==> config.mk <==
export PLATFORM = sky130hd
export DESIGN_NAME = eir_ext_irq_xfer
export DESIGN_NICKNAME = d
export VERILOG_FILES = /design/src/rtl/eir_ext_irq_xfer.v
export VERILOG_INCLUDE_DIRS = /design/src /design/src/rtl
export SDC_FILE = /design/constraint.sdc
export NUM_CORES = 2
export LEC_CHECK = 0
export ABC_AREA = 1
export BUFFER_PORTS_ARGS = -buffer_cell sky130_fd_sc_hd__buf_4
export CAP_MARGIN = 40
export CORE_ASPECT_RATIO = 0.9
export CORE_MARGIN = 2
export CORE_UTILIZATION = 65
export DETAILED_ROUTE_END_ITERATION = 7
export PLACE_DENSITY = 0.8
export SLEW_MARGIN = 40
export SYNTH_ARGS = -nofsm -noshare
export SYNTH_HDL_FRONTEND = slang
export SYNTH_SLANG_ARGS = --single-unit
==> constraint.sdc <==
create_clock -name sys_clk -period 42.2 [get_ports sys_clk]
set_input_delay 8.44 -clock sys_clk [delete_from_list [all_inputs] [get_ports sys_clk]]
set_output_delay 8.44 -clock sys_clk [all_outputs]
set_load 0.05 [all_outputs]
==> src/rtl/eir_consts.vh <==
// Constants for the external interrupt and transfer response block
`ifndef EIR_CONSTS_VH
`define EIR_CONSTS_VH

// ----------------------------------------------------------------------
// Register word offsets
// ----------------------------------------------------------------------
`define EIR_OFF_IRQ_CTRL 7'h00
`define EIR_OFF_CC_MODE 7'h20
`define EIR_OFF_CC_CAPT 7'h30
`define EIR_OFF_AUX_A_CTRL 7'h40
`define EIR_OFF_AUX_B_CTRL 7'h41
`define EIR_OFF_CR_CTRL 7'h42
`define EIR_OFF_AUX_A_CAPT 7'h43
`define EIR_OFF_AUX_B_CAPT 7'h44
`define EIR_OFF_CR_CAPT 7'h45
`define EIR_OFF_PORT_DIR_LO 7'h46
`define EIR_OFF_PORT_DIR_HI 7'h47
`define EIR_OFF_TRAP_FLAG 7'h48
`define EIR_OFF_XFER_CNT 7'h50
`define EIR_OFF_STATUS 7'h58

// ----------------------------------------------------------------------
// Field positions
// ----------------------------------------------------------------------
`define EIR_IC_FLAG 0
`define EIR_IC_EN 1
`define EIR_IC_XFER 2
`define EIR_IC_LVL_LO 3
`define EIR_IC_LVL_HI 6
`define EIR_IC_CH_LO 7
`define EIR_IC_CH_HI 9
`define EIR_AUX_MODE_LO 0
`define EIR_AUX_MODE_HI 2
`define EIR_AUX_EDGE_LO 3
`define EIR_AUX_EDGE_HI 4
`define EIR_CR_CAPEN 0
`define EIR_CR_EDGE_LO 1
`define EIR_CR_EDGE_HI 2

// ----------------------------------------------------------------------
// Codes and reset values
// ----------------------------------------------------------------------
`define EIR_CC_CAP_RISE 3'h1
`define EIR_CC_CAP_FALL 3'h2
`define EIR_CC_CAP_BOTH 3'h3
`define EIR_AUX_CAPTURE 3'h5
`define EIR_DIR_RST 19'h0_0000
`define EIR_MODE_RST 3'h0
`define EIR_CNT_RST 8'h00
`define EIR_SRC_AUX_A 16
`define EIR_SRC_AUX_B 17
`define EIR_SRC_CR 18

// ----------------------------------------------------------------------
// Timing in states (one state is one clock)
// ----------------------------------------------------------------------
`define EIR_CYCLE_STATES 4'h2
`define EIR_HOLD_STATES 4'h1
`define EIR_ROM_STATES 4'h2
`define EIR_PSW_STATES 4'h2
`define EIR_ACK_DELAY_STATES 5'h02

`endif

==> src/rtl/eir_ext_irq_xfer.v <==
// External interrupt inputs, prioritisation rounds and transfer start timing
//
// What this block does
// One prioritisation round per instruction cycle
// Transfer winner starts next cycle, flag cleared
// Control-register read by N repeats round
// Minimum response three or four states
// Each pipeline hold adds one state
// ROM operand or branch N adds two
// Status read after flag change adds two
// Internal-ROM worst case at most nine states
// External operands everywhere: seven bus accesses
// External code, internal operands: access plus two
// Acknowledge delays next instruction two states plus
// Nineteen pins usable as interrupt inputs
// Edges request at source level and vector
// Pin counts only when direction is input
// Capture mode codes select rise, fall, both
// Capture edge latches base timer always
// Enabled capture edge gives transfer or interrupt
// Auxiliary capture mode and edge codes
// Auxiliary edge copies core timer, requests
// Capture disabled: reload input only flags
// Reload input edge codes, enabled request
// Non-maskable falling edge raises trap, outranks interrupts but not transfers
// Transfer count decrements, zero gives interrupt
// Pins synchronised, edges from successive samples
`timescale 1ns/10ps
`default_nettype none
`include "eir_consts.vh"

module eir_ext_irq_xfer #(
  parameter NSRC = 19,
  parameter TW = 16,
  parameter CW = 8
) (
  input wire sys_clk,
  input wire rst_n,
  input wire [6:0] reg_addr,
  input wire [15:0] reg_wdata,
  input wire reg_wr,
  input wire reg_rd,
  output reg [15:0] reg_rdata,
  input wire [15:0] capcomp_pin,
  input wire aux_timer_a_input,
  input wire aux_timer_b_input,
  input wire capreload_input_pin,
  input wire nmi_n,
  input wire [TW-1:0] capcomp_base_timer_a,
  input wire [TW-1:0] capcomp_base_timer_b,
  input wire [15:0] capcomp_timer_sel,
  input wire [TW-1:0] core_timer,
  input wire [TW-1:0] timer_five,
  input wire pipe_hold_a,
  input wire pipe_hold_b,
  input wire pipe_rom_or_branch,
  input wire pipe_psw_hazard,
  input wire pipe_reads_xfer_ctrl,
  input wire [3:0] pipe_ext_states,
  input wire [3:0] xfer_ext_states,
  output reg cycle_start,
  output reg xfer_start,
  output reg [2:0] xfer_chan,
  output reg [4:0] xfer_src,
  output reg irq_req,
  output reg [4:0] irq_vector,
  output reg [3:0] irq_level,
  output reg trap_req,
  output reg cpu_hold
);

  // --------------------------------------------------------------------
  // Helpers
  // --------------------------------------------------------------------
  function edge_hit;
    input rise;
    input fall;
    input [1:0] sel;
    begin
      edge_hit = (sel[0] & rise) | (sel[1] & fall);
    end
  endfunction

  // --------------------------------------------------------------------
  // Pin synchronisers and edge detection
  // --------------------------------------------------------------------
  localparam NPIN = 20;
  wire [NPIN-1:0] pin_raw;
  reg [NPIN-1:0] sync1_r;
  reg [NPIN-1:0] sync2_r;
  reg [NPIN-1:0] sync3_r;
  reg [NPIN-1:0] level_r;
  wire [NPIN-1:0] rise;
  wire [NPIN-1:0] fall;
  reg [1:0] prime_r;
  wire primed;

  assign pin_raw = {nmi_n, capreload_input_pin, aux_timer_b_input, aux_timer_a_input, capcomp_pin};
  // Edges count only once the stages hold real pin levels
  assign primed = &prime_r;
  assign rise = sync2_r & sync3_r & ~level_r & {NPIN{primed}};
  assign fall = ~sync2_r & ~sync3_r & level_r & {NPIN{primed}};

  always @(posedge sys_clk) begin
    if (!rst_n) begin
      sync1_r <= {NPIN{1'b1}};
      sync2_r <= {NPIN{1'b1}};
      sync3_r <= {NPIN{1'b1}};
      level_r <= {NPIN{1'b1}};
      prime_r <= 2'h0;
    end else begin
      sync1_r <= pin_raw;
      sync2_r <= sync1_r;
      sync3_r <= sync2_r;
      prime_r <= prime_r + {1'b0, ~primed};
      if (primed) begin
        level_r <= (sync2_r & sync3_r) | (level_r & (sync2_r | sync3_r));
      end else begin
        level_r <= sync2_r;
      end
    end
  end

  // --------------------------------------------------------------------
  // Configuration state
  // --------------------------------------------------------------------
  reg [NSRC-1:0] en_r;
  reg [NSRC-1:0] xf_r;
  reg [NSRC-1:0] flag_r;
  reg [NSRC-1:0] force_irq_r;
  reg [3:0] lvl_r [0:NSRC-1];
  reg [2:0] ch_r [0:NSRC-1];
  reg [2:0] cc_mode_r [0:15];
  reg [TW-1:0] cc_capt_r [0:15];
  reg [4:0] aux_a_ctrl_r;
  reg [4:0] aux_b_ctrl_r;
  reg [2:0] cr_ctrl_r;
  reg [TW-1:0] aux_a_capt_r;
  reg [TW-1:0] aux_b_capt_r;
  reg [TW-1:0] cr_capt_r;
  reg [NSRC-1:0] port_dir_r;
  reg trap_flag_r;
  reg [CW-1:0] cnt_r [0:7];

  // --------------------------------------------------------------------
  // Source events
  // --------------------------------------------------------------------
  reg [NSRC-1:0] hit;
  integer k;
  always @* begin
    hit = {NSRC{1'b0}};
    for (k = 0; k < 16; k = k + 1) begin
      if (cc_mode_r[k] == `EIR_CC_CAP_RISE || cc_mode_r[k] == `EIR_CC_CAP_FALL ||
          cc_mode_r[k] == `EIR_CC_CAP_BOTH) begin
        hit[k] = edge_hit(rise[k], fall[k], cc_mode_r[k][1:0]);
      end
    end
    if (aux_a_ctrl_r[`EIR_AUX_MODE_HI:`EIR_AUX_MODE_LO] == `EIR_AUX_CAPTURE) begin
      hit[`EIR_SRC_AUX_A] = edge_hit(rise[16], fall[16],
                                     aux_a_ctrl_r[`EIR_AUX_EDGE_HI:`EIR_AUX_EDGE_LO]);
    end
    if (aux_b_ctrl_r[`EIR_AUX_MODE_HI:`EIR_AUX_MODE_LO] == `EIR_AUX_CAPTURE) begin
      hit[`EIR_SRC_AUX_B] = edge_hit(rise[17], fall[17],
                                     aux_b_ctrl_r[`EIR_AUX_EDGE_HI:`EIR_AUX_EDGE_LO]);
    end
    hit[`EIR_SRC_CR] = edge_hit(rise[18], fall[18], cr_ctrl_r[`EIR_CR_EDGE_HI:`EIR_CR_EDGE_LO]);
    hit = hit & ~port_dir_r;
  end

  // --------------------------------------------------------------------
  // Instruction cycle timing
  // --------------------------------------------------------------------
  reg [4:0] st_r;
  reg [4:0] len_r;
  wire [4:0] len_nxt;
  wire cyc_end;
  assign len_nxt = {1'b0, `EIR_CYCLE_STATES}
                 + (pipe_hold_a ? {1'b0, `EIR_HOLD_STATES} : 5'h00)
                 + (pipe_hold_b ? {1'b0, `EIR_HOLD_STATES} : 5'h00)
                 + (pipe_rom_or_branch ? {1'b0, `EIR_ROM_STATES} : 5'h00)
                 + (pipe_psw_hazard ? {1'b0, `EIR_PSW_STATES} : 5'h00)
                 + {1'b0, pipe_ext_states};
  assign cyc_end = (st_r == len_r - 5'h01);

  // --------------------------------------------------------------------
  // Prioritisation round
  // --------------------------------------------------------------------
  reg found;
  reg [4:0] best;
  reg [3:0] best_lvl;
  integer j;
  always @* begin
    found = 1'b0;
    best = 5'h00;
    best_lvl = 4'h0;
    for (j = 0; j < NSRC; j = j + 1) begin
      if (flag_r[j] && en_r[j] && (!found || lvl_r[j] > best_lvl)) begin
        found = 1'b1;
        best = j[4:0];
        best_lvl = lvl_r[j];
      end
    end
  end

  wire best_xfer;
  assign best_xfer = xf_r[best] & ~force_irq_r[best];

  reg win_r;
  reg win_xfer_r;
  reg [4:0] win_src_r;
  reg [4:0] hold_cnt_r;

  // --------------------------------------------------------------------
  // Register decode
  // --------------------------------------------------------------------
  wire wr_ic = reg_wr && reg_addr < `EIR_OFF_IRQ_CTRL + NSRC;
  wire [4:0] ic_idx = reg_addr[4:0];
  wire [2:0] cnt_idx = reg_addr[2:0];
  wire [NSRC-1:0] sw_flag_wr = wr_ic ? ({{NSRC-1{1'b0}}, 1'b1} << ic_idx) : {NSRC{1'b0}};

  // Servicing clears the winner's flag at the start of the next cycle
  wire cycle_start_nxt_c = (st_r == 5'h00);
  wire serve = cycle_start_nxt_c && win_r;
  wire [NSRC-1:0] serve_clr = serve ? ({{NSRC-1{1'b0}}, 1'b1} << win_src_r) : {NSRC{1'b0}};
  wire [2:0] win_ch = ch_r[win_src_r];
  wire chain = serve && win_xfer_r && cnt_r[win_ch] == {{CW-1{1'b0}}, 1'b1};

  // --------------------------------------------------------------------
  // Main sequential logic
  // --------------------------------------------------------------------
  integer i;
  always @(posedge sys_clk) begin
    if (!rst_n) begin
      en_r <= {NSRC{1'b0}};
      xf_r <= {NSRC{1'b0}};
      flag_r <= {NSRC{1'b0}};
      force_irq_r <= {NSRC{1'b0}};
      for (i = 0; i < NSRC; i = i + 1) begin
        lvl_r[i] <= 4'h0;
        ch_r[i] <= 3'h0;
      end
      for (i = 0; i < 16; i = i + 1) begin
        cc_mode_r[i] <= `EIR_MODE_RST;
        cc_capt_r[i] <= {TW{1'b0}};
      end
      for (i = 0; i < 8; i = i + 1) begin
        cnt_r[i] <= `EIR_CNT_RST;
      end
      aux_a_ctrl_r <= 5'h00;
      aux_b_ctrl_r <= 5'h00;
      cr_ctrl_r <= 3'h0;
      aux_a_capt_r <= {TW{1'b0}};
      aux_b_capt_r <= {TW{1'b0}};
      cr_capt_r <= {TW{1'b0}};
      port_dir_r <= `EIR_DIR_RST;
      trap_flag_r <= 1'b0;
      st_r <= 5'h00;
      len_r <= {1'b0, `EIR_CYCLE_STATES};
      win_r <= 1'b0;
      win_xfer_r <= 1'b0;
      win_src_r <= 5'h00;
      hold_cnt_r <= 5'h00;
      cycle_start <= 1'b0;
      xfer_start <= 1'b0;
      xfer_chan <= 3'h0;
      xfer_src <= 5'h00;
      irq_req <= 1'b0;
      irq_vector <= 5'h00;
      irq_level <= 4'h0;
      trap_req <= 1'b0;
      cpu_hold <= 1'b0;
    end else begin
      // Software writes
      if (wr_ic) begin
        en_r[ic_idx] <= reg_wdata[`EIR_IC_EN];
        xf_r[ic_idx] <= reg_wdata[`EIR_IC_XFER];
        lvl_r[ic_idx] <= reg_wdata[`EIR_IC_LVL_HI:`EIR_IC_LVL_LO];
        ch_r[ic_idx] <= reg_wdata[`EIR_IC_CH_HI:`EIR_IC_CH_LO];
      end
      if (reg_wr && reg_addr[6:4] == 3'h2) begin
        cc_mode_r[reg_addr[3:0]] <= reg_wdata[2:0];
      end
      if (reg_wr && reg_addr == `EIR_OFF_AUX_A_CTRL) begin
        aux_a_ctrl_r <= reg_wdata[4:0];
      end
      if (reg_wr && reg_addr == `EIR_OFF_AUX_B_CTRL) begin
        aux_b_ctrl_r <= reg_wdata[4:0];
      end
      if (reg_wr && reg_addr == `EIR_OFF_CR_CTRL) begin
        cr_ctrl_r <= reg_wdata[2:0];
      end
      if (reg_wr && reg_addr == `EIR_OFF_PORT_DIR_LO) begin
        port_dir_r[15:0] <= reg_wdata;
      end
      if (reg_wr && reg_addr == `EIR_OFF_PORT_DIR_HI) begin
        port_dir_r[NSRC-1:16] <= reg_wdata[NSRC-17:0];
      end

      // Request flags: hardware set wins over any clear
      for (i = 0; i < NSRC; i = i + 1) begin
        if (hit[i] || (chain && win_src_r == i[4:0])) begin
          flag_r[i] <= 1'b1;
        end else if (sw_flag_wr[i]) begin
          flag_r[i] <= reg_wdata[`EIR_IC_FLAG];
        end else if (serve_clr[i]) begin
          flag_r[i] <= 1'b0;
        end
      end
      if (chain) begin
        force_irq_r[win_src_r] <= 1'b1;
      end else if (serve && !win_xfer_r) begin
        force_irq_r[win_src_r] <= 1'b0;
      end

      // Captures
      for (i = 0; i < 16; i = i + 1) begin
        if (hit[i]) begin
          cc_capt_r[i] <= capcomp_timer_sel[i] ? capcomp_base_timer_b : capcomp_base_timer_a;
        end
      end
      if (hit[`EIR_SRC_AUX_A]) begin
        aux_a_capt_r <= core_timer;
      end
      if (hit[`EIR_SRC_AUX_B]) begin
        aux_b_capt_r <= core_timer;
      end
      if (hit[`EIR_SRC_CR] && cr_ctrl_r[`EIR_CR_CAPEN]) begin
        cr_capt_r <= timer_five;
      end

      // Non-maskable trap
      if (fall[19]) begin
        trap_flag_r <= 1'b1;
      end else if (reg_wr && reg_addr == `EIR_OFF_TRAP_FLAG && !reg_wdata[0]) begin
        trap_flag_r <= 1'b0;
      end
      trap_req <= trap_flag_r | fall[19];

      // Transfer counts: hardware decrement wins over a software write
      if (serve && win_xfer_r && cnt_r[win_ch] != {CW{1'b0}}) begin
        cnt_r[win_ch] <= cnt_r[win_ch] - {{CW-1{1'b0}}, 1'b1};
      end else if (reg_wr && reg_addr[6:3] == 4'hA) begin
        cnt_r[cnt_idx] <= reg_wdata[CW-1:0];
      end

      // Cycle counter
      cycle_start <= cyc_end;
      if (cyc_end) begin
        st_r <= 5'h00;
        len_r <= len_nxt;
      end else begin
        st_r <= st_r + 5'h01;
      end

      // Round at cycle end, service in the next cycle's first state
      if (cyc_end) begin
        if (found && best_xfer && pipe_reads_xfer_ctrl) begin
          win_r <= 1'b0;
        end else if (found && !best_xfer && trap_flag_r) begin
          win_r <= 1'b0;
        end else begin
          win_r <= found;
        end
        win_xfer_r <= best_xfer;
        win_src_r <= best;
      end else if (serve) begin
        win_r <= 1'b0;
      end

      xfer_start <= serve && win_xfer_r;
      irq_req <= serve && !win_xfer_r;
      if (serve) begin
        xfer_chan <= win_ch;
        xfer_src <= win_src_r;
        irq_vector <= win_src_r;
        irq_level <= lvl_r[win_src_r];
      end

      // Instruction delay after acknowledge
      if (serve && win_xfer_r) begin
        hold_cnt_r <= `EIR_ACK_DELAY_STATES + {1'b0, xfer_ext_states};
        cpu_hold <= 1'b1;
      end else if (hold_cnt_r > 5'h01) begin
        hold_cnt_r <= hold_cnt_r - 5'h01;
        cpu_hold <= 1'b1;
      end else begin
        hold_cnt_r <= 5'h00;
        cpu_hold <= 1'b0;
      end
    end
  end

  // --------------------------------------------------------------------
  // Read path
  // --------------------------------------------------------------------
  reg [15:0] rd_mux;
  always @* begin
    rd_mux = 16'h0000;
    if (reg_addr < `EIR_OFF_IRQ_CTRL + NSRC) begin
      rd_mux = {6'h00, ch_r[ic_idx], lvl_r[ic_idx], xf_r[ic_idx], en_r[ic_idx], flag_r[ic_idx]};
    end else if (reg_addr[6:4] == 3'h2) begin
      rd_mux = {13'h0000, cc_mode_r[reg_addr[3:0]]};
    end else if (reg_addr[6:4] == 3'h3) begin
      rd_mux = cc_capt_r[reg_addr[3:0]];
    end else if (reg_addr[6:3] == 4'hA) begin
      rd_mux = {{16-CW{1'b0}}, cnt_r[cnt_idx]};
    end else begin
      case (reg_addr)
        `EIR_OFF_AUX_A_CTRL: rd_mux = {11'h000, aux_a_ctrl_r};
        `EIR_OFF_AUX_B_CTRL: rd_mux = {11'h000, aux_b_ctrl_r};
        `EIR_OFF_CR_CTRL: rd_mux = {13'h0000, cr_ctrl_r};
        `EIR_OFF_AUX_A_CAPT: rd_mux = aux_a_capt_r;
        `EIR_OFF_AUX_B_CAPT: rd_mux = aux_b_capt_r;
        `EIR_OFF_CR_CAPT: rd_mux = cr_capt_r;
        `EIR_OFF_PORT_DIR_LO: rd_mux = port_dir_r[15:0];
        `EIR_OFF_PORT_DIR_HI: rd_mux = {13'h0000, port_dir_r[NSRC-1:16]};
        `EIR_OFF_TRAP_FLAG: rd_mux = {15'h0000, trap_flag_r};
        `EIR_OFF_STATUS: rd_mux = {cpu_hold, win_xfer_r, win_r, 8'h00, win_src_r};
        default: rd_mux = 16'h0000;
      endcase
    end
  end

  always @(posedge sys_clk) begin
    if (!rst_n) begin
      reg_rdata <= 16'h0000;
    end else if (reg_rd) begin
      reg_rdata <= rd_mux;
    end else begin
      reg_rdata <= 16'h0000;
    end
  end

endmodule // eir_ext_irq_xfer
`default_nettype wire

==> results_dict.tcl <==
set metrics [dict create \
    cp_data_required_time_ps 42770 \
    worst_ir_drop_vdd_uv 34.9 \
    syn_area_sq_um 45200 \
    grt_overflow 0 \
    fmax_ghz 0.0452 \
    dr.first_iter.drc_count 6922 \
    use_met3_pct 13.2 \
    worstReg2RegStart "flag_r[0]" \
    final.period_utilization_pct 52.4 \
    area_growth_pct 11.3 \
    worst_slew_pin_slew_ps 1210 \
    p_leak_nw 20.1 \
    fin_nets 5651 \
    hold_start "sync1_r[14]" \
    die_h_um 254 \
    path_common_cell "nand2_1" \
    root_buffer "clkbuf_16" \
    met1_usage_pct 57.7 \
    gr-max-usage-layer "met2" \
    syn_inst 5351 \
    arrival_ps 22680 \
    drive_above_1_share_pct 10.0 \
    failed_checks "design-rule violations" \
    grt_pass1_vias 38700 \
    synth_top_area_cell "edfxtp_1" \
    synthArstFlopShare_pct 0 \
    grtUsageTotal_pct 43.8 \
    post_cts_buffers 0 \
    multi_input_area_sq_um 18900 \
    gp_congestion 0.988 \
    clk_path_buf_depth 3 \
    critical_path_buf_inv_count 19 \
    dr.pass1.iters 8 \
    hold_viol_final 0 \
    drcViolationCount 3 \
    cp_top_family "simple AND/OR/NAND/NOR gates" \
    yosys_warnings 0 \
    cp-end-kind "flip-flop" \
    row_count 91 \
    slowest_stage "nand2_1" \
    cts_resized 0 \
    ys_seq_area_share_pct 52.4 \
    power.density_nw_per_um2 40.0 \
    wirelength_um 160000 \
    ant_nets 0 \
    final_common_cell "nand2_1" \
    dp_hpwl_um 109000 \
    grt_max_degree 160 \
    rr_worst_depth 182 \
    io_buffers 177 \
    yosys.area.top_type_share_pct 38.9 \
    cap_violations 0 \
    nFillCells 5240 \
    grtUsageMet2_pct 65.2 \
    slew_headroom_pct 18.3 \
    start_util_pct 65.8 \
    layout_common_cells "1,044 x nand2_1, 665 x nor2_1, 585 x edfxtp_1" \
    synthDistinctLibCells 62 \
    dieWidth_um 282 \
    clkTransAtPathRegs_ps 60 \
    wl_per_cell_um 24.9 \
    grt_pass1_wl_um 235000 \
    clock_skew_ps 55.8 \
    regArea_sq_um 23700 \
    dieArea_sq_um 71600 \
    synth_area_leaders "edfxtp_1 39%, dfxtp_1 14%, nand2_1 8.8%" \
    core_area_sq_um 68700 \
    finalCoreUtilization_pct 73.2 \
    vias 42300 \
    clk_latency_ps 680 \
    antenna_found_initial 4 \
    run_status "complete, but fails checks" \
    reg2reg_setup_slack_ps 20090 \
    cts_tree "built" \
    holdBufCountCts 0 \
    cts_buffers 88 \
    hold_depth 1 \
    critPathMaxStageDelay_ps 400 \
    path_class "reg -> reg" \
    worstHoldPathType "reg -> reg" \
    htreeDepth 3 \
    maxSlewViolCount 0 \
    cts.sinks 891 \
    pin_count 178 \
    finalCriticalPeriod_ps 22110 \
    start_kind "flip-flop" \
    ys.flop_type "edfxtp_1" \
    finalSetupTns_ps 0 \
    whs_endpoint "sync2_r[14]" \
    setup-violations-final 0 \
    worstPathMaxFanout 13 \
    synth-seq-cells 891 \
    synth_edf_count 585 \
    avgSynthCellArea_sq_um 8.44 \
    via_per_inst 6.57 \
    rsz0062_at_grt "false" \
    rr_endpoint "win_r" \
]
## cells by family after synthesis
kind of cell	share of synthesized area, %
buf+inv	6.77
xor+xnor	0.407
flops	52.4
simple gates	19.6
compound gates	18.7
other cells	0.00830
fa+ha+maj	2.14
## routing by layer
layer | wire length [um] | share of wire, % | vias to the layer above
li1 | - | - | 18600
met1 | 56800 | 35 | 19600
met2 | 68700 | 43 | 3527
met3 | 24500 | 15 | 669
met4 | 10200 | 6.3 | 2
met5 | 13 | 0.0081 | -
## state kept, by name, summed over array words and instances, names as in the netlist, 16 cells and up, named ones only
name / flops
aux_a_capt_r: 16
xf_r: 19
en_r: 19
port_dir_r: 19
sync1_r: 20
sync2_r: 20
ch_r: 96
level_r: 20
cr_capt_r: 16
lvl_r: 128
aux_b_capt_r: 16
sync3_r: 20
reg_rdata: 16
cc_mode_r: 48
cnt_r: 64
cc_capt_r: 256
flag_r: 19
## Yosys cell counts (15+ instances only)
library cell / count
nand2_1: 1056
edfxtp_1: 585
a31oi_1: 26
ha_1: 74
o221ai_1: 36
o22ai_1: 135
o2111ai_1: 16
a22oi_1: 121
nor3_1: 34
or2_2: 67
nand4_1: 60
nand3_1: 153
a221oi_1: 26
nand2_2: 38
buf_1: 26
clkbuf_1: 295
a21oi_1: 435
inv_2: 15
o21ai_0: 483
clkinv_1: 15
o21bai_1: 15
o21ai_1: 15
a41oi_1: 24
dfxtp_1: 306
inv_1: 438
nor2_1: 680
o211ai_1: 26
## worst max-delay path by stage
stage | startpoint | end | slack (ps) | cells past startpoint
global route | flag_r[0] | win_r | 17630 | 187
finish | flag_r[0] | win_r | 20090 | 182
detailed placement | flag_r[0] | win_r | 20520 | 185
floorplan | en_r[0] | win_r | 22890 | 191
global placement | en_r[0] | win_r | 20800 | 184
CTS | flag_r[0] | win_r | 20440 | 185
## stage by stage
stage | power, W | cell area [sq um] | hold WS [ps] | worst slack [ps] | std cells
2_1_floorplan | 0.00113 | 45500 | 393 | 22890 | 5441
4_1_cts | 0.00199 | 50100 | 397 | 20440 | 6430
3_5_place_dp | 0.00121 | 47200 | 398 | 20520 | 6268
3_3_place_gp | 0.00120 | 47200 | 396 | 20800 | 6268
6_report | 0.00201 | 50300 | 404 | 20090 | 6440
5_1_grt | 0.00205 | 50300 | 411 | 17630 | 6437
## where the power goes
group	internal, W	total, W	switching (W)	leakage, nW
Clock	0.000452	0.000809	0.000357	1.43
Sequential	0.000967	0.000987	0.0000204	8.29
Combinational	0.0000603	0.000213	0.000153	10.3
Total	0.00148	0.00201	0.000530	20.1
## final cells by class
type / count / area share [%]
diodes: 3 / 0.0149
repair buffers: 235 / 3.59
well taps: 930 / 2.31
inverters: 469 / 3.51
clock inverters: 41 / 0.909
flip-flops and latches: 891 / 47.1
multi-input cells: 3750 / 37.6
clock buffers: 121 / 4.91
Note: power is estimated with default switching activity, not from simulation.
